--- config.mk ---
export PLATFORM = sky130hd
export DESIGN_NAME = swdrv_device_flat
export DESIGN_NICKNAME = d
export VERILOG_FILES = /design/src/common/swdrv_pkg.sv /design/src/common/swdrv_link_if.sv /design/src/hw/swdrv_device.sv /design/src/flat_wrapper.sv
export SDC_FILE = /design/constraint.sdc
export NUM_CORES = 1
export LEC_CHECK = 0
export BUFFER_PORTS_ARGS = -buffer_cell sky130_fd_sc_hd__buf_2
export CAP_MARGIN = 25
export CORE_ASPECT_RATIO = 0.7
export CORE_MARGIN = 5
export CORE_UTILIZATION = 66
export CTS_BUF_LIST = sky130_fd_sc_hd__clkbuf_8
export CTS_CLUSTER_SIZE = 16
export DETAILED_ROUTE_END_ITERATION = 12
export GPL_TIMING_DRIVEN = 0
export PLACE_DENSITY = 0.88
export SLEW_MARGIN = 30
export SYNTH_ARGS = -nofsm -noshare
export SYNTH_HDL_FRONTEND = slang
export SYNTH_SLANG_ARGS = --single-unit
--- constraint.sdc ---
create_clock -name core_clk -period 4.9 [get_ports core_clk]
set_input_delay 1.225 -clock core_clk [delete_from_list [all_inputs] [get_ports core_clk]]
set_output_delay 1.225 -clock core_clk [all_outputs]
set_load 0.05 [all_outputs]
--- src/common/swdrv_pkg.sv ---
// Shared constants and types for the six-bit switch driver link
package swdrv_pkg;

	localparam int          WORD_W             = 6;
	localparam int          CORE_CLK_NS        = 50;
	localparam int          SCK_MIN_PERIOD_NS  = 100;
	localparam int          LINK_PERIOD_NS     = 400;
	localparam int          LE_MIN_WIDTH_NS    = 10;
	localparam int          LE_SPACING_NS      = 630;
	localparam int          POWERUP_MS         = 200;

	// Half period of the host-made shift clock, full period never below the minimum period
	localparam int SCK_HALF_CYCLES = (LINK_PERIOD_NS > SCK_MIN_PERIOD_NS ?
		LINK_PERIOD_NS : SCK_MIN_PERIOD_NS) / (2 * CORE_CLK_NS);
	localparam int LE_WIDTH_CYCLES = (LE_MIN_WIDTH_NS + CORE_CLK_NS - 1) / CORE_CLK_NS;
	localparam int LE_GAP_CYCLES   = (LE_SPACING_NS + CORE_CLK_NS - 1) / CORE_CLK_NS;
	localparam int POWERUP_CYCLES  = (POWERUP_MS * 1000000) / CORE_CLK_NS;

	// Power-up words selected by {high pin, low pin}
	localparam logic [5:0] PUP_WORD_00 = 6'h00;
	localparam logic [5:0] PUP_WORD_01 = 6'h10;
	localparam logic [5:0] PUP_WORD_10 = 6'h20;
	localparam logic [5:0] PUP_WORD_11 = 6'h3f;
	localparam logic [5:0] WORD_RESET  = 6'h00;

	typedef enum logic [1:0] {
		MODE_SERIAL  = 2'h0,
		MODE_LATCHED = 2'h1,
		MODE_DIRECT  = 2'h2
	} swdrv_mode_type;

endpackage : swdrv_pkg

--- src/common/swdrv_link_if.sv ---
// Pin-level link between the switch driver and its host controller
`timescale 1ns/1ns
`default_nettype none
interface swdrv_link_if;
	logic       serial_parallel_select;
	logic       shift_clock;
	logic       serial_data_in;
	logic       output_load_strobe;
	logic [5:0] parallel_control_inputs;
	logic       powerup_select_low;
	logic       powerup_select_high;
	logic       serial_pass_through_out;
	logic [5:0] true_outputs;
	logic [5:0] complement_outputs;

	modport device (
		input  serial_parallel_select,
		input  shift_clock,
		input  serial_data_in,
		input  output_load_strobe,
		input  parallel_control_inputs,
		input  powerup_select_low,
		input  powerup_select_high,
		output serial_pass_through_out,
		output true_outputs,
		output complement_outputs
	);

	modport host (
		output serial_parallel_select,
		output shift_clock,
		output serial_data_in,
		output output_load_strobe,
		output parallel_control_inputs,
		output powerup_select_low,
		output powerup_select_high,
		input  serial_pass_through_out,
		input  true_outputs,
		input  complement_outputs
	);
endinterface : swdrv_link_if
`default_nettype wire

--- src/hw/swdrv_device.sv ---
// Switch driver device end: serial/parallel input register and output latch
`timescale 1ns/1ns
`default_nettype none
module swdrv_device
	import swdrv_pkg::*;
#(
	parameter int POWERUP_CYCLES_P = POWERUP_CYCLES
) (
	// Clock and reset
	input  wire logic       core_clk,
	input  wire logic       nrst,
	// Link pins
	swdrv_link_if.device    link,
	// User side status
	output logic [5:0]      word_out,
	output logic            powerup_done,
	output logic            word_update,
	output logic            shift_overrun
);

	////////////////////////////////////////////////////////////////////////////
	// Types

	typedef enum logic [1:0] {
		ST_POWERUP = 2'h1,
		ST_RUN     = 2'h2
	} swdrv_dev_state_type;

	// Synchronised pin bundle
	typedef struct packed {
		logic       sel;
		logic       sck;
		logic       din;
		logic       le;
		logic [5:0] par;
		logic       pup_lo;
		logic       pup_hi;
	} swdrv_pins_type;

	typedef struct packed {
		swdrv_dev_state_type st;
		swdrv_pins_type      s1;
		swdrv_pins_type      s2;
		logic                sck_last;
		logic [5:0]          shift;
		logic [5:0]          word;
		logic [5:0]          comp;
		logic [21:0]         cnt;
		logic [2:0]          nbits;
		logic                overrun;
		logic                update;
	} swdrv_dev_reg_type;

	localparam swdrv_dev_reg_type DEV_RESET = '{
		st:       ST_POWERUP,
		s1:       '0,
		s2:       '0,
		sck_last: 1'b0,
		shift:    WORD_RESET,
		word:     WORD_RESET,
		comp:     ~WORD_RESET,
		cnt:      22'h00_0000,
		nbits:    3'h0,
		overrun:  1'b0,
		update:   1'b0
	};

	localparam logic [21:0] PUP_LAST = 22'(POWERUP_CYCLES_P - 1);
	localparam logic [2:0]  NBITS_FULL = 3'(WORD_W);

	swdrv_dev_reg_type q;
	swdrv_dev_reg_type d;
	swdrv_pins_type    pins;
	logic              sck_rise;
	logic [5:0]        pup_word;
	logic              shift_take;
	logic              pup_due;
	logic [2:0]        nbits_step;
	logic              overrun_step;

	////////////////////////////////////////////////////////////////////////////
	// Pin capture

	always_comb begin
		pins.sel    = link.serial_parallel_select;
		pins.sck    = link.shift_clock;
		pins.din    = link.serial_data_in;
		pins.le     = link.output_load_strobe;
		pins.par    = link.parallel_control_inputs;
		pins.pup_lo = link.powerup_select_low;
		pins.pup_hi = link.powerup_select_high;
	end

	assign sck_rise = q.s2.sck & ~q.sck_last;

	////////////////////////////////////////////////////////////////////////////
	// Event qualification

	// Shift edge counts only with select high and strobe low
	assign shift_take = q.s2.sel & sck_rise & ~q.s2.le;
	// Last cycle of the power-up wait
	assign pup_due    = (q.st == ST_POWERUP) && (q.cnt == PUP_LAST);

	////////////////////////////////////////////////////////////////////////////
	// Bit count since the last load

	// Past a full word the oldest bits fall out; flag it
	always_comb begin
		nbits_step   = q.nbits;
		overrun_step = q.overrun;
		if (q.nbits == NBITS_FULL) begin
			overrun_step = 1'b1;
		end else begin
			nbits_step = q.nbits + 3'h1;
		end
	end

	// Power-up word lookup
	always_comb begin
		case ({q.s2.pup_hi, q.s2.pup_lo})
			2'h0:    pup_word = PUP_WORD_00;
			2'h1:    pup_word = PUP_WORD_01;
			2'h2:    pup_word = PUP_WORD_10;
			default: pup_word = PUP_WORD_11;
		endcase
	end

	////////////////////////////////////////////////////////////////////////////
	// Next state

	always_comb begin
		d          = q;
		d.s1       = pins;
		d.s2       = q.s1;
		d.sck_last = q.s2.sck;
		d.update   = 1'b0;
		case (q.st)
			ST_POWERUP: begin
				d.cnt = q.cnt + 22'h00_0001;
				// Hold the reset word until the power-up delay runs out
				if (pup_due) begin
					if (q.s2.le) begin
						d.word = q.s2.par;
					end else begin
						d.word = pup_word;
					end
					d.shift  = d.word;
					d.update = 1'b1;
					d.st     = ST_RUN;
				end
			end
			ST_RUN: begin
				if (q.s2.sel) begin
					if (shift_take) begin
						d.shift   = {q.shift[4:0], q.s2.din};
						d.nbits   = nbits_step;
						d.overrun = overrun_step;
					end
				end else begin
					d.shift = q.s2.par;
				end
				// Transparent while high, frozen while low
				if (q.s2.le) begin
					d.word    = q.shift;
					d.update  = (q.shift != q.word);
					d.nbits   = 3'h0;
					d.overrun = 1'b0;
				end
			end
			default: begin
				d = DEV_RESET;
			end
		endcase
		d.comp = ~d.word;
	end

	////////////////////////////////////////////////////////////////////////////
	// State register

	always_ff @(posedge core_clk or negedge nrst) begin
		if (!nrst) begin
			q <= DEV_RESET;
		end else begin
			q <= d;
		end
	end

	////////////////////////////////////////////////////////////////////////////
	// Complementary output pairs

	// One true/complement pair per control bit
	for (genvar b = 0; b < WORD_W; b++) begin : g_pair
		assign link.true_outputs[b]       = q.word[b];
		assign link.complement_outputs[b] = q.comp[b];
	end

	////////////////////////////////////////////////////////////////////////////
	// Pass-through and status

	// Oldest bit of the input register
	assign link.serial_pass_through_out = q.shift[5];
	assign word_out                     = q.word;
	assign powerup_done                 = (q.st == ST_RUN);
	assign word_update                  = q.update;
	assign shift_overrun                = q.overrun;

endmodule : swdrv_device
`default_nettype wire

--- src/flat_wrapper.sv ---
// flat-port wrapper written by rule: the top's interface ports become plain ports
module swdrv_device_flat import swdrv_pkg::*;
#(
	parameter int POWERUP_CYCLES_P = POWERUP_CYCLES
)
  (core_clk, nrst, word_out, powerup_done, word_update, shift_overrun, link_serial_parallel_select, link_shift_clock, link_serial_data_in, link_output_load_strobe, link_parallel_control_inputs, link_powerup_select_low, link_powerup_select_high, link_serial_pass_through_out, link_true_outputs, link_complement_outputs);
  swdrv_link_if link_i ();
  input  wire logic core_clk;
  input  wire logic nrst;
  output logic [5:0] word_out;
  output logic powerup_done;
  output logic word_update;
  output logic shift_overrun;
  input wire logic [$bits(link_i.serial_parallel_select)-1:0] link_serial_parallel_select;
  input wire logic [$bits(link_i.shift_clock)-1:0] link_shift_clock;
  input wire logic [$bits(link_i.serial_data_in)-1:0] link_serial_data_in;
  input wire logic [$bits(link_i.output_load_strobe)-1:0] link_output_load_strobe;
  input wire logic [$bits(link_i.parallel_control_inputs)-1:0] link_parallel_control_inputs;
  input wire logic [$bits(link_i.powerup_select_low)-1:0] link_powerup_select_low;
  input wire logic [$bits(link_i.powerup_select_high)-1:0] link_powerup_select_high;
  output wire logic [$bits(link_i.serial_pass_through_out)-1:0] link_serial_pass_through_out;
  output wire logic [$bits(link_i.true_outputs)-1:0] link_true_outputs;
  output wire logic [$bits(link_i.complement_outputs)-1:0] link_complement_outputs;
  assign link_i.serial_parallel_select = link_serial_parallel_select;
  assign link_i.shift_clock = link_shift_clock;
  assign link_i.serial_data_in = link_serial_data_in;
  assign link_i.output_load_strobe = link_output_load_strobe;
  assign link_i.parallel_control_inputs = link_parallel_control_inputs;
  assign link_i.powerup_select_low = link_powerup_select_low;
  assign link_i.powerup_select_high = link_powerup_select_high;
  assign link_serial_pass_through_out = link_i.serial_pass_through_out;
  assign link_true_outputs = link_i.true_outputs;
  assign link_complement_outputs = link_i.complement_outputs;
  swdrv_device #(.POWERUP_CYCLES_P(POWERUP_CYCLES_P)) u_core (.core_clk(core_clk), .nrst(nrst), .link(link_i), .word_out(word_out), .powerup_done(powerup_done), .word_update(word_update), .shift_overrun(shift_overrun));
endmodule
==> Word-level counts from Yosys, hierarchy flattened <==
Cells that the tools add are included.
{ "classes": {"n_addsub": 2, "n_eq_ne": 13, "n_mux": 19, "bitwise": 8, "reduce_logical": 7} }
{ "op_table": {"columns": ["op", "count"], "rows": [
  ["22-bit one-hot mux with 2 select lines", 1],
  ["25-bit two-way mux", 1],
  ["6-bit two-way mux", 4],
  ["12-bit one-hot mux with 2 select lines", 1],
  ["22-bit by 1-bit adder with 22-bit output (second input constant)", 1],
  ["22-bit equality test (second input constant)", 1],
  ["6-bit one-hot mux with 3 select lines", 1],
  ["12-bit two-way mux", 1],
  ["3-bit by 1-bit inequality test with 1-bit output (second input constant)", 3],
  ["4-bit two-way mux", 2],
  ["4-bit one-hot mux with 2 select lines", 1],
  ["4-bit AND reduction", 2],
  ["6-bit inequality test", 1],
  ["6-bit inverter", 1],
  ["5-bit two-way mux", 1],
  ["2-bit by 1-bit equality test with 1-bit output (second input constant)", 2],
  ["2-bit equality test (second input constant)", 2],
  ["1-bit inverter", 4],
  ["2-bit one-hot mux with 2 select lines", 1],
  ["2-bit AND reduction", 2],
  ["3-bit by 1-bit adder with 3-bit output (second input constant)", 1],
  ["1-bit bitwise AND", 3],
  ["3-bit equality test (second input constant)", 1],
  ["3-bit two-way mux", 1],
  ["9 further kinds", 10]
]} }
{ "totals": {"regBits": 72, "in_bits": 14, "out_inout_bits": 22, "word_cells": 72} }

==> Depth between registers and ports, before layout <==
Gate-level depths: netlist of the first run.
{ "depth": {"word_depth": 8, "depth_mapped": 8} }

==> Worst setup path after synthesis of the first run <==
OpenSTA, ideal clock, no wires.
{ "synth_path": {"kind": "register to register", "from": "reg u_core.q[70] (netlist name)", "to": "reg u_core.q[22] (netlist name)", "arrival_ns": 2.138, "required_time_ns": 4.768, "slack_ns": 2.631, "path_stages_with_launch": 9, "n_path_buf": 1, "synth_period_minus_slack_ns": 2.269, "cell_sequence": "dfstp_2 -> inv_1 -> ha_1 -> clkbuf_1 -> nand2b_1 -> nor4_2 -> nand4_1 -> xor2_1 -> nor2_1"} }
{ "synth_between": {"elab_chain_cells": 2, "word_cells_on_any_way": 3, "cone_classes": "eq/ne (2); mux (1)"} }
{ "synth_rtl": {"columns": ["element", "line_no", "text"], "rows": [
  ["from (decl)", "swdrv_device.sv:71", "swdrv_dev_reg_type q;"],
  ["from (signal assigned)", "swdrv_device.sv:182", "q <= DEV_RESET;"],
  ["from (signal assigned)", "swdrv_device.sv:184", "q <= d;"],
  ["2-bit equality test *", null, null],
  ["named net powerup_done", "flat_wrapper.sv:11", "output logic powerup_done;"],
  ["22-bit one-hot mux with 2 select lines", "swdrv_device.sv:137", "case (q.st)"]
]} }
The timed path passes the listed nets; every way through them passes the cells marked *.
A chain may end at the register's enable or synchronous reset.

==> Worst setup path in the final report of the first run <==
{ "layout_path": {"from": "reg u_core.q[70] (netlist name)", "to": "out powerup_done"} }
{ "layout_between": {"elab_chain_cells": 1} }
{ "layout_rtl": {"columns": ["element", "line_no", "text"], "rows": [
  ["2-bit equality test", "swdrv_device.sv:203", "assign powerup_done = (q.st == ST_RUN);"],
  ["to (decl)", "flat_wrapper.sv:11", null]
]} }
No other way between the ends.

==> summary.txt, run 1 <==
longest individual stage delay on the worst path: 0.54 ns
full die area: 0.00689 mm2
clock latency reported for the late side of the worst-skew pair: 0.35 ns
cell chosen for the clock root: sky130_fd_sc_hd__clkbuf_8
top library cells by usage in the layout, fill and taps aside: 65 x sky130_fd_sc_hd__dfrtp_1, 39 x sky130_fd_sc_hd__nand2_1, 35 x sky130_fd_sc_hd__buf_2
design internal power: 0.862 mW
slew at the pin closest to its max-slew limit: 0.759 ns
summed negative setup slack over all endpoints: 0 ns
share of power burned in combinational logic: 0.034
cell area after synthesis: 0.00351 mm2
fraction of final layout cells sized beyond drive strength 1: 0.247
Vias/cell: 5.38
Clk pin slew, worst setup/hold paths: 0.08 ns
post-detailed-route wirelength per cell: 13.8 um
series of cell instances along the critical path: inv_1, ha_1, buf_2
data arrival time of the critical path: 1.38 ns
endpoint required time on the critical path: 3.67 ns
Placement Rows: 22
CP Buf/Inv Count: 2
Rel. slew slack: 0.481
Initial Utilization: 0.674
fraction of power consumed by the clock network: 0.422
number of different library cells in the post-synthesis netlist: 47
TritonCTS Sinks: 72
Fin Hold WS: 0.455 ns
Tmin final: 2.61 ns
type of destination of the critical path: output port
die extent in y: 71.0 um
total congestion overflow after global routing: 0
number of nets at the end of the flow: 406
LEAKAGE: 1.96 nW
final wirelength: 6.42 mm
CTS tree: done
htree depth: 3
post-synthesis register bit count: 72
wire length of the first global-routing pass: 11.2 mm
GRT Overall Usage: 0.206
fill cell instance count of the final layout: 376
initial antenna violation count: 0
syn nets: 359
power consumption: 1.12 mW
power density normalized to cell area: 279 mW/mm2
Synth Instances: 340
clock buffers created by TritonCTS: 9
core occupancy in the finished layout: 0.768
post-route DRC violation count: 0
port bufs: 35
via total after detailed routing: 2497
cell family with most CP delay: flip-flops
number of hold violations in the final report: 0
most common library cell in the layout ignoring fill and taps: sky130_fd_sc_hd__dfrtp_1
Peak supply drop: 202 uV
asr flop ratio synth: 1.00
path type of the worst min-delay path: reg -> reg
flip-flop cell with the highest count after synthesis: sky130_fd_sc_hd__dfrtp_1
number of gates given a new drive strength after cts: 0
First DRT Iteration DRCs: 137
Critical Path Source Type: flip-flop
post-CTS setup-driven buffer insertion count: 0
fmax: 384 MHz
1st-pass router iterations: 4
Switching Fraction: 0.228
die extent in x: 97.1 um
crit path kind: reg -> out
number of global-route vias before repair: 2336
Final Max Tran Viols: 0
Ys Warns: 0
Syn-to-layout area delta: 14.0%
share of the clock period used by the worst path after layout: 0.532
pin count of the biggest net entering global routing: 38
Avg Cell Area, Syn: 10.3 um2
number of placed instances with taps included: 448
run status: completed
maximum capacitance violations: 0
Setup Skew: 0.00776 ns
sequential-to-total area share from yosys stat: 0.516
count of flip-flops with a built-in enable after synthesis: 0
buffer depth of the longest clock path: 2
Post-DRT Antenna Nets: 0
count of endpoints failing setup in the final report: 0
setup repair after global routing missed its margin: false
standard cell with the maximum stage delay on the critical path: sky130_fd_sc_hd__dfstp_2
RD Place Congestion: 0.917
Switch Pwr: 0.255 mW
share of total power in sequential cells: 0.544
final cell count without fillers: 464
hold buffers post-CTS: 0
biggest fanout along the worst timing path: 2
HPWL after DPL: 4.77 mm
number of antenna cells inserted: 0
Ports: 36
core region area: 0.00520 mm2
[state kept, by name (all words and copies together), names as in the netlist]
name / cells
u_core.q: 57
u_core.link.complement_outputs: 6
u_core.link.true_outputs: 6
u_core.link.serial_pass_through_out: 1
u_core.shift_overrun: 1
u_core.word_update: 1
[cells by family (layout without fill, tap and decap cells)]
family | Yosys count | after routing | synth area share
buffers and inverters | 37 | 89 | 0.0635
xor gates and xnor gates | 19 | 19 | 0.0474
DFF | 72 | 72 | 0.516
adders and majority gates | 5 | 5 | 0.0178
AOI/OAI and AO/OA | 43 | 43 | 0.0828
muxes | 16 | 16 | 0.0510
and+or+nand+nor | 148 | 148 | 0.221
[synth_stat cells (all sizes together) (5+ instances only)]
cell	instances	area, um2
dfrtp	65	1630
a21o	8	60.1
nor4	5	43.8
xor2	12	105
nor2	25	93.8
xnor2	7	61.3
a21oi	8	40.0
clkbuf	10	37.5
nand2	39	146
buf	21	163
nand4	8	50.1
nor3	9	45.0
o21ai	9	45.0
dfstp	7	184
nand3	11	55.1
mux2	15	169
nor2b	34	213
ha	5	62.6
inv	6	22.5
[area by class of cell]
cell class,instances,area [um2],area share
Clock inverter,7,78.8,0.0197
Buffer,31,200,0.0501
Multi-Input combinational cell,231,1470,0.369
Inverter,6,22.5,0.00563
Tap cell,72,90.1,0.0225
Timing Repair Buffer,36,198,0.0495
Sequential cell,72,1810,0.453
Clock buffer,9,124,0.0310
[power by group through the flow]
stage               sequential, mW  clock, mW  combinational [mW]
floorplan                    0.618          0              0.0183
global placement             0.619          0              0.0357
detailed placement           0.619          0              0.0387
CTS                          0.608      0.484              0.0388
global route                 0.609      0.517              0.0439
finish                       0.608      0.472              0.0377
[per-stage QoR]
step,setup WS [ns],instance area [um2]
6_report,2.29,4000
5_1_grt,2.24,4000
4_1_cts,2.28,4000
3_5_place_dp,2.52,3790
3_3_place_gp,2.29,3770
2_1_floorplan,2.63,3510
[worst paths after layout]
check,from,to,slack [ns],cells past startpoint
worst min-delay path,u_core.q[68]$_DFF_PN0_,u_core.q[56]$_DFF_PN0_,0.45,1
max in group asynchronous,nrst,u_core.link.complement_outputs[1]$_DFF_PN1_,3.48,2
min in group asynchronous,nrst,u_core.q[9]$_DFFE_PN0N_,0.82,1
worst max register to register,u_core.q[70]$_DFFE_PN1P_,u_core.q[18]$_DFFE_PN0N_,2.51,8
worst min register to register,u_core.q[68]$_DFF_PN0_,u_core.q[56]$_DFF_PN0_,0.45,1
worst max-delay path,u_core.q[70]$_DFFE_PN1P_,powerup_done,2.29,3
[layer usage]
metal / global-route usage / share of wire / vias to the layer above
met5: 0 / 0 / -
met4: 0.0685 / 0.0097 / 0
met3: 0.0798 / 0.066 / 6
met2: 0.284 / 0.42 / 64
met1: 0.298 / 0.50 / 1181
li1: - / - / 1246
Note: power is estimated with default switching activity, not from simulation.
==> inputs of run 2 (changes only) <==
--- a/config.mk
+++ b/config.mk
@@ -9,12 +9,12 @@
 export CAP_MARGIN = 25
 export CORE_ASPECT_RATIO = 0.7
 export CORE_MARGIN = 5
-export CORE_UTILIZATION = 66
+export CORE_UTILIZATION = 61
 export CTS_BUF_LIST = sky130_fd_sc_hd__clkbuf_8
 export CTS_CLUSTER_SIZE = 16
 export DETAILED_ROUTE_END_ITERATION = 12
 export GPL_TIMING_DRIVEN = 0
-export PLACE_DENSITY = 0.88
+export PLACE_DENSITY = 0.82
 export SLEW_MARGIN = 30
 export SYNTH_ARGS = -nofsm -noshare
 export SYNTH_HDL_FRONTEND = slang
==> constraint.sdc (replaced) <==
create_clock -name core_clk -period 2.6 [get_ports core_clk]
set_input_delay 0.65 -clock core_clk [delete_from_list [all_inputs] [get_ports core_clk]]
set_output_delay 0.65 -clock core_clk [all_outputs]
set_load 0.05 [all_outputs]
==> run 2 against run 1 <==
  * Cell count grew 0.65%
  * Clock power grew 75%
  * Sequential cell count is the same
  * Sequential share of layout area is essentially flat
  * Worst hold slack lost 0.22 ns
  * Critical path type is now reg -> reg
  * Critical endpoint is now u_core.q[42]$_DFFE_PN0P_
==> summary.txt, run 2 (same netlist as run 1, synthesis figures left out) <==
run status: completed
port bufs: 35
clock latency reported for the late side of the worst-skew pair: 0.36 ns
fmax: 411 MHz
Setup Skew: 0.00898 ns
CTS tree: done
series of cell instances along the critical path: ha_1, and3_1, nand3_1, or4_4, a32o_2, mux2_1
maximum capacitance violations: 0
top library cells by usage in the layout, fill and taps aside: 65 x sky130_fd_sc_hd__dfrtp_1, 39 x sky130_fd_sc_hd__nand2_1, 35 x sky130_fd_sc_hd__buf_2
worst slack after detailed placement: 0.244 ns
core occupancy in the finished layout: 0.708
Final Max Tran Viols: 0
slew at the pin closest to its max-slew limit: 0.761 ns
Ports: 36
post-CTS setup-driven buffer insertion count: 0
most common library cell in the layout ignoring fill and taps: sky130_fd_sc_hd__dfrtp_1
via total after detailed routing: 2531
data arrival time of the critical path: 2.67 ns
core region area: 0.00564 mm2
TritonCTS Sinks: 72
number of nets at the end of the flow: 406
cell chosen for the clock root: sky130_fd_sc_hd__clkbuf_8
Clk pin slew, worst setup/hold paths: 0.09 ns
Met3 Wirelength: 574 um
setup repair after global routing missed its margin: false
fill cell instance count of the final layout: 447
summed negative setup slack over all endpoints: 0 ns
Initial Utilization: 0.622
fin worst setup slack: 0.164 ns
capture instance of the worst register-to-register path: u_core.q[42]$_DFFE_PN0P_
Register-to-Register Path Depth: 6
htree depth: 3
initial antenna violation count: 0
wire length on met2: 2.81 mm
LEAKAGE: 1.98 nW
design internal power: 1.54 mW
Switch Pwr: 0.507 mW
GRT Overall Usage: 0.206
final wirelength: 6.68 mm
Switching Fraction: 0.248
hold buffers post-CTS: 0
share of power burned in combinational logic: 0.035
post-detailed-route wirelength per cell: 14.3 um
First DRT Iteration DRCs: 154
met1 layer wirelength in the final routing: 3.18 mm
Vias/cell: 5.42
Tmin final: 2.44 ns
origin of the critical flop-to-flop path: u_core.q[5]$_DFFE_PN0N_
clock buffers created by TritonCTS: 9
count of endpoints failing setup in the final report: 0
pin count of the biggest net entering global routing: 38
Rel. slew slack: 0.479
share of the clock period used by the worst path after layout: 0.937
Fin Hold WS: 0.235 ns
die extent in x: 101 um
Critical Path Source Type: flip-flop
power consumption: 2.05 mW
fraction of power consumed by the clock network: 0.405
Syn-to-layout area delta: 13.9%
crit path kind: reg -> reg
longest individual stage delay on the worst path: 0.60 ns
full die area: 0.00739 mm2
share of total power in sequential cells: 0.560
HPWL after DPL: 4.93 mm
power density normalized to cell area: 512 mW/mm2
number of antenna cells inserted: 0
Post-DRT Antenna Nets: 0
Placement Rows: 23
biggest fanout along the worst timing path: 6
register with the most flip-flops: u_core.q
fraction of final layout cells sized beyond drive strength 1: 0.247
buffer depth of the longest clock path: 2
path type of the worst min-delay path: in -> async
post-route DRC violation count: 0
endpoint required time on the critical path: 2.83 ns
standard cell with the maximum stage delay on the critical path: sky130_fd_sc_hd__or4_4
wire length of the first global-routing pass: 11.6 mm
RD Place Congestion: 0.925
1st-pass router iterations: 5
number of global-route vias before repair: 2381
highest routed layer: met4
type of destination of the critical path: flip-flop
number of hold violations in the final report: 0
total congestion overflow after global routing: 0
flip-flop count of the largest register, all copies and words added: 57
Peak supply drop: 370 uV
die extent in y: 73.4 um
register-to-register setup slack: 0.16 ns
## run 2: repair_timing
action / CTS / global route
resized for setup: 0 / 1
endpoints found under the hold margin: 0 / 0
endpoints found under the setup margin: 0 / 1
## run 2: through the flow
stage          area, um2  std cells
6_report            4000        467
5_1_grt             4000        467
4_1_cts             3990        467
3_5_place_dp        3800        451
3_3_place_gp        3780        450
2_1_floorplan       3510        340
## run 2: power groups by stage
stage / combinational (mW) / sequential (mW) / clock, mW
finish: 0.0725 / 1.14 / 0.828
global route: 0.0842 / 1.15 / 0.893
CTS: 0.0748 / 1.14 / 0.849
detailed placement: 0.0747 / 1.17 / 0
global placement: 0.0682 / 1.17 / 0
floorplan: 0.0346 / 1.16 / 0
## run 2: how the worst max path moves through the flow
stage	startpoint	to	cells after the start
after floorplan	u_core.q[70]$_DFFE_PN1P_	u_core.q[22]$_DFFE_PN0N_	8
after global placement	u_core.q[5]$_DFFE_PN0N_	u_core.q[40]$_DFFE_PN0P_	6
after detailed placement	u_core.q[70]$_DFFE_PN1P_	u_core.q[24]$_DFFE_PN0N_	8
after CTS	u_core.q[5]$_DFFE_PN0N_	u_core.q[42]$_DFFE_PN0P_	6
after global routing	u_core.q[5]$_DFFE_PN0N_	u_core.q[42]$_DFFE_PN0P_	6
final	u_core.q[5]$_DFFE_PN0N_	u_core.q[42]$_DFFE_PN0P_	6
## run 2: worst max-delay path, delay by kind of cell, from the launching register on
kind                       cells  cell delay [ns]
AOI/OAI and AO/OA              1             0.31
muxes                          1             0.34
adders and majority gates      1             0.25
DFF                            1             0.40
and+or+nand+nor                3             1.01
## run 2: cell type report
type,count,area [um2],area share
flip-flops and latches,72,1810,0.453
multi-input cells,231,1480,0.371
plain buffers,31,200,0.0501
repair buffers,36,198,0.0495
clock buffers,9,124,0.0310
well taps,75,93.8,0.0235
clock inverters,7,63.8,0.0160
inverters,6,22.5,0.00564
## run 2: layer usage
metal,track usage,vias to the layer above
li1,-,1256
met1,0.300,1166
met2,0.297,95
met3,0.0550,14
met4,0.0777,0
met5,0,-
==> inputs of run 3 (changes only) <==
--- a/config.mk
+++ b/config.mk
@@ -5,16 +5,17 @@
 export SDC_FILE = /design/constraint.sdc
 export NUM_CORES = 1
 export LEC_CHECK = 0
+export ABC_CLOCK_PERIOD_IN_PS = 2100
 export BUFFER_PORTS_ARGS = -buffer_cell sky130_fd_sc_hd__buf_2
 export CAP_MARGIN = 25
 export CORE_ASPECT_RATIO = 0.7
 export CORE_MARGIN = 5
-export CORE_UTILIZATION = 61
+export CORE_UTILIZATION = 55
 export CTS_BUF_LIST = sky130_fd_sc_hd__clkbuf_8
 export CTS_CLUSTER_SIZE = 16
 export DETAILED_ROUTE_END_ITERATION = 12
 export GPL_TIMING_DRIVEN = 0
-export PLACE_DENSITY = 0.82
+export PLACE_DENSITY = 0.78
 export SLEW_MARGIN = 30
 export SYNTH_ARGS = -nofsm -noshare
 export SYNTH_HDL_FRONTEND = slang
==> constraint.sdc (replaced) <==
create_clock -name core_clk -period 2.1 [get_ports core_clk]
set_input_delay 0.525 -clock core_clk [delete_from_list [all_inputs] [get_ports core_clk]]
set_output_delay 0.525 -clock core_clk [all_outputs]
set_load 0.05 [all_outputs]
==> run 3 against run 2 <==
  * The flow now finishes with violations (setup timing)
  * Maximum frequency grew 10%
  * Setup slack lost 0.27 ns
  * Die area increased by 9.6%
  * Clock power is 49% higher
  * Sequential power is 25% higher
  * Cell count is 4.1% higher
  * Worst hold slack got worse by 0.12 ns
  * Clock skew down 0.0024 ns
  * Routed wire length is 13% higher
  * First-iteration DRC count is 9.7% lower
  * Count of clock-buffer cells in the layout is the same
  * Critical path depth unchanged
  * Highest routed layer unchanged
==> summary.txt, run 3 (same netlist as run 1, synthesis figures left out) <==
endpoint required time on the critical path: 2.33 ns
most common library cell in the layout ignoring fill and taps: sky130_fd_sc_hd__dfrtp_1
TritonCTS Sinks: 72
port bufs: 35
First DRT Iteration DRCs: 139
core region area: 0.00622 mm2
clock buffers created by TritonCTS: 9
Post-DRT Antenna Nets: 0
data arrival time of the critical path: 2.44 ns
number of antenna cells inserted: 0
htree depth: 3
path type of the worst min-delay path: in -> async
share of the clock period used by the worst path after layout: 1.05
type of destination of the critical path: flip-flop
power density normalized to cell area: 636 mW/mm2
Register-to-Register Path Depth: 6
cell chosen for the clock root: sky130_fd_sc_hd__clkbuf_8
pin count of the biggest net entering global routing: 39
Vias/cell: 5.51
number of global-route vias before repair: 2652
crit path kind: reg -> reg
Setup Skew: 0.00659 ns
maximum capacitance violations: 0
GRT Overall Usage: 0.201
HPWL after DPL: 4.90 mm
fill cell instance count of the final layout: 438
Rel. slew slack: 0.617
LEAKAGE: 2.11 nW
top library cells by usage in the layout, fill and taps aside: 61 x sky130_fd_sc_hd__dfrtp_1, 39 x sky130_fd_sc_hd__nand2_1, 35 x sky130_fd_sc_hd__buf_2, 35 x sky130_fd_sc_hd__buf_4, 34 x sky130_fd_sc_hd__nor2b_1
die extent in x: 105 um
post-detailed-route wirelength per cell: 15.6 um
slew at the pin closest to its max-slew limit: 0.572 ns
initial antenna violation count: 0
final cell count without fillers: 486
final wirelength: 7.56 mm
biggest fanout along the worst timing path: 6
total congestion overflow after global routing: 0
die extent in y: 76.8 um
fraction of final layout cells sized beyond drive strength 1: 0.341
power consumption: 2.74 mW
Syn-to-layout area delta: 22.7%
fin worst setup slack: -0.107 ns
post-route DRC violation count: 0
Peak supply drop: 416 uV
fmax: 453 MHz
setup repair after global routing missed its margin: true
number of nets at the end of the flow: 422
Clk pin slew, worst setup/hold paths: 0.08 ns
via total after detailed routing: 2676
Critical Path Source Type: flip-flop
Final Max Tran Viols: 0
violations in the final reports: setup timing
Tmin final: 2.21 ns
buffer depth of the longest clock path: 2
count of endpoints failing setup in the final report: 15
Placement Rows: 24
RD Place Congestion: 0.889
hold buffers post-CTS: 0
Initial Utilization: 0.564
full die area: 0.00810 mm2
register with the most flip-flops: u_core.q
run status: complete, but fails checks
CTS tree: done
flip-flop count of the largest register, all copies and words added: 57
1st-pass router iterations: 4
number of placed instances with taps included: 454
Ports: 36
wire length of the first global-routing pass: 13.0 mm
number of hold violations in the final report: 0
clock latency reported for the late side of the worst-skew pair: 0.35 ns
[run 3: changes by cell type in the layout (fill, tap and decap cells not counted), sizes merged]
cell	before	now
inv	10	8
clkbuf	19	18
buf	57	74
bufinv	0	2
[run 3: final timing paths]
| check | from | end | slack [ns] |
|---|---|---|---|
| setup / recovery | u_core.q[5]$_DFFE_PN0N_ | u_core.q[39]$_DFFE_PN0P_ | -0.11 |
| hold / removal | nrst | u_core.q[12]$_DFFE_PN0N_ | 0.11 |
| setup reg to reg | u_core.q[5]$_DFFE_PN0N_ | u_core.q[39]$_DFFE_PN0P_ | -0.11 |
| hold reg to reg | u_core.q[60]$_DFF_PN0_ | u_core.q[48]$_DFF_PN0_ | 0.47 |
| max in group asynchronous | nrst | u_core.link.complement_outputs[2]$_DFF_PN1_ | 1.38 |
| min in group core_clk | link_parallel_control_inputs[5] | u_core.q[65]$_DFF_PN0_ | 0.39 |
[run 3: through the flow]
stage                     utilization  TNS, ns  cell area (um2)  setup WS [ns]  hold WS (ns)
after detailed placement        0.616    -3.88             3830         -0.216         0.446
after global routing            0.692    -1.83             4300         -0.140         0.147
after floorplan                     -   -0.200             3530        -0.0294         0.229
after CTS                       0.675   -0.632             4200        -0.0690         0.125
after global placement          0.612    -2.90             3800         -0.185         0.449
final                           0.692   -0.973             4300         -0.107         0.114
[run 3: final cells by class]
class / count / area (um2) / area share
clock buffers: 9 / 124 / 0.0288
multi-input cells: 231 / 1610 / 0.374
repair buffers: 53 / 329 / 0.0765
flip-flops and latches: 72 / 1820 / 0.422
well taps: 78 / 97.6 / 0.0227
plain buffers: 30 / 205 / 0.0477
inverters: 6 / 22.5 / 0.00523
clock inverters: 7 / 101 / 0.0236
[run 3: timing repair]
item | in CTS | in global routing
pin swaps | 4 | 4
endpoints found under the setup margin | 27 | 38
setup buffers | 12 | 5
endpoints found under the hold margin | 0 | 0
resized for setup | 11 | 24
[run 3: routing by layer]
metal / wire length (um) / global-route usage
met5: 0 / 0
met2: 3350 / 0.298
met1: 3550 / 0.276
met3: 545 / 0.0663
met4: 115 / 0.0708
[run 3: worst max-delay path, cell delays in order, from the launching register on]
cell and delay (ns):
sky130_fd_sc_hd__dfrtp_1 0.41, sky130_fd_sc_hd__ha_4 0.16, sky130_fd_sc_hd__and3_4 0.20, sky130_fd_sc_hd__nand3_4 0.08, sky130_fd_sc_hd__or4_4 0.58, sky130_fd_sc_hd__a32o_2 0.32
sky130_fd_sc_hd__mux2_1 0.34
[run 3: where the power goes]
group / leakage (nW) / switching (mW) / internal, mW
registers: 0.908 / 0.00858 / 1.41
logic: 1.10 / 0.0505 / 0.0419
clock network: 0.106 / 0.549 / 0.678
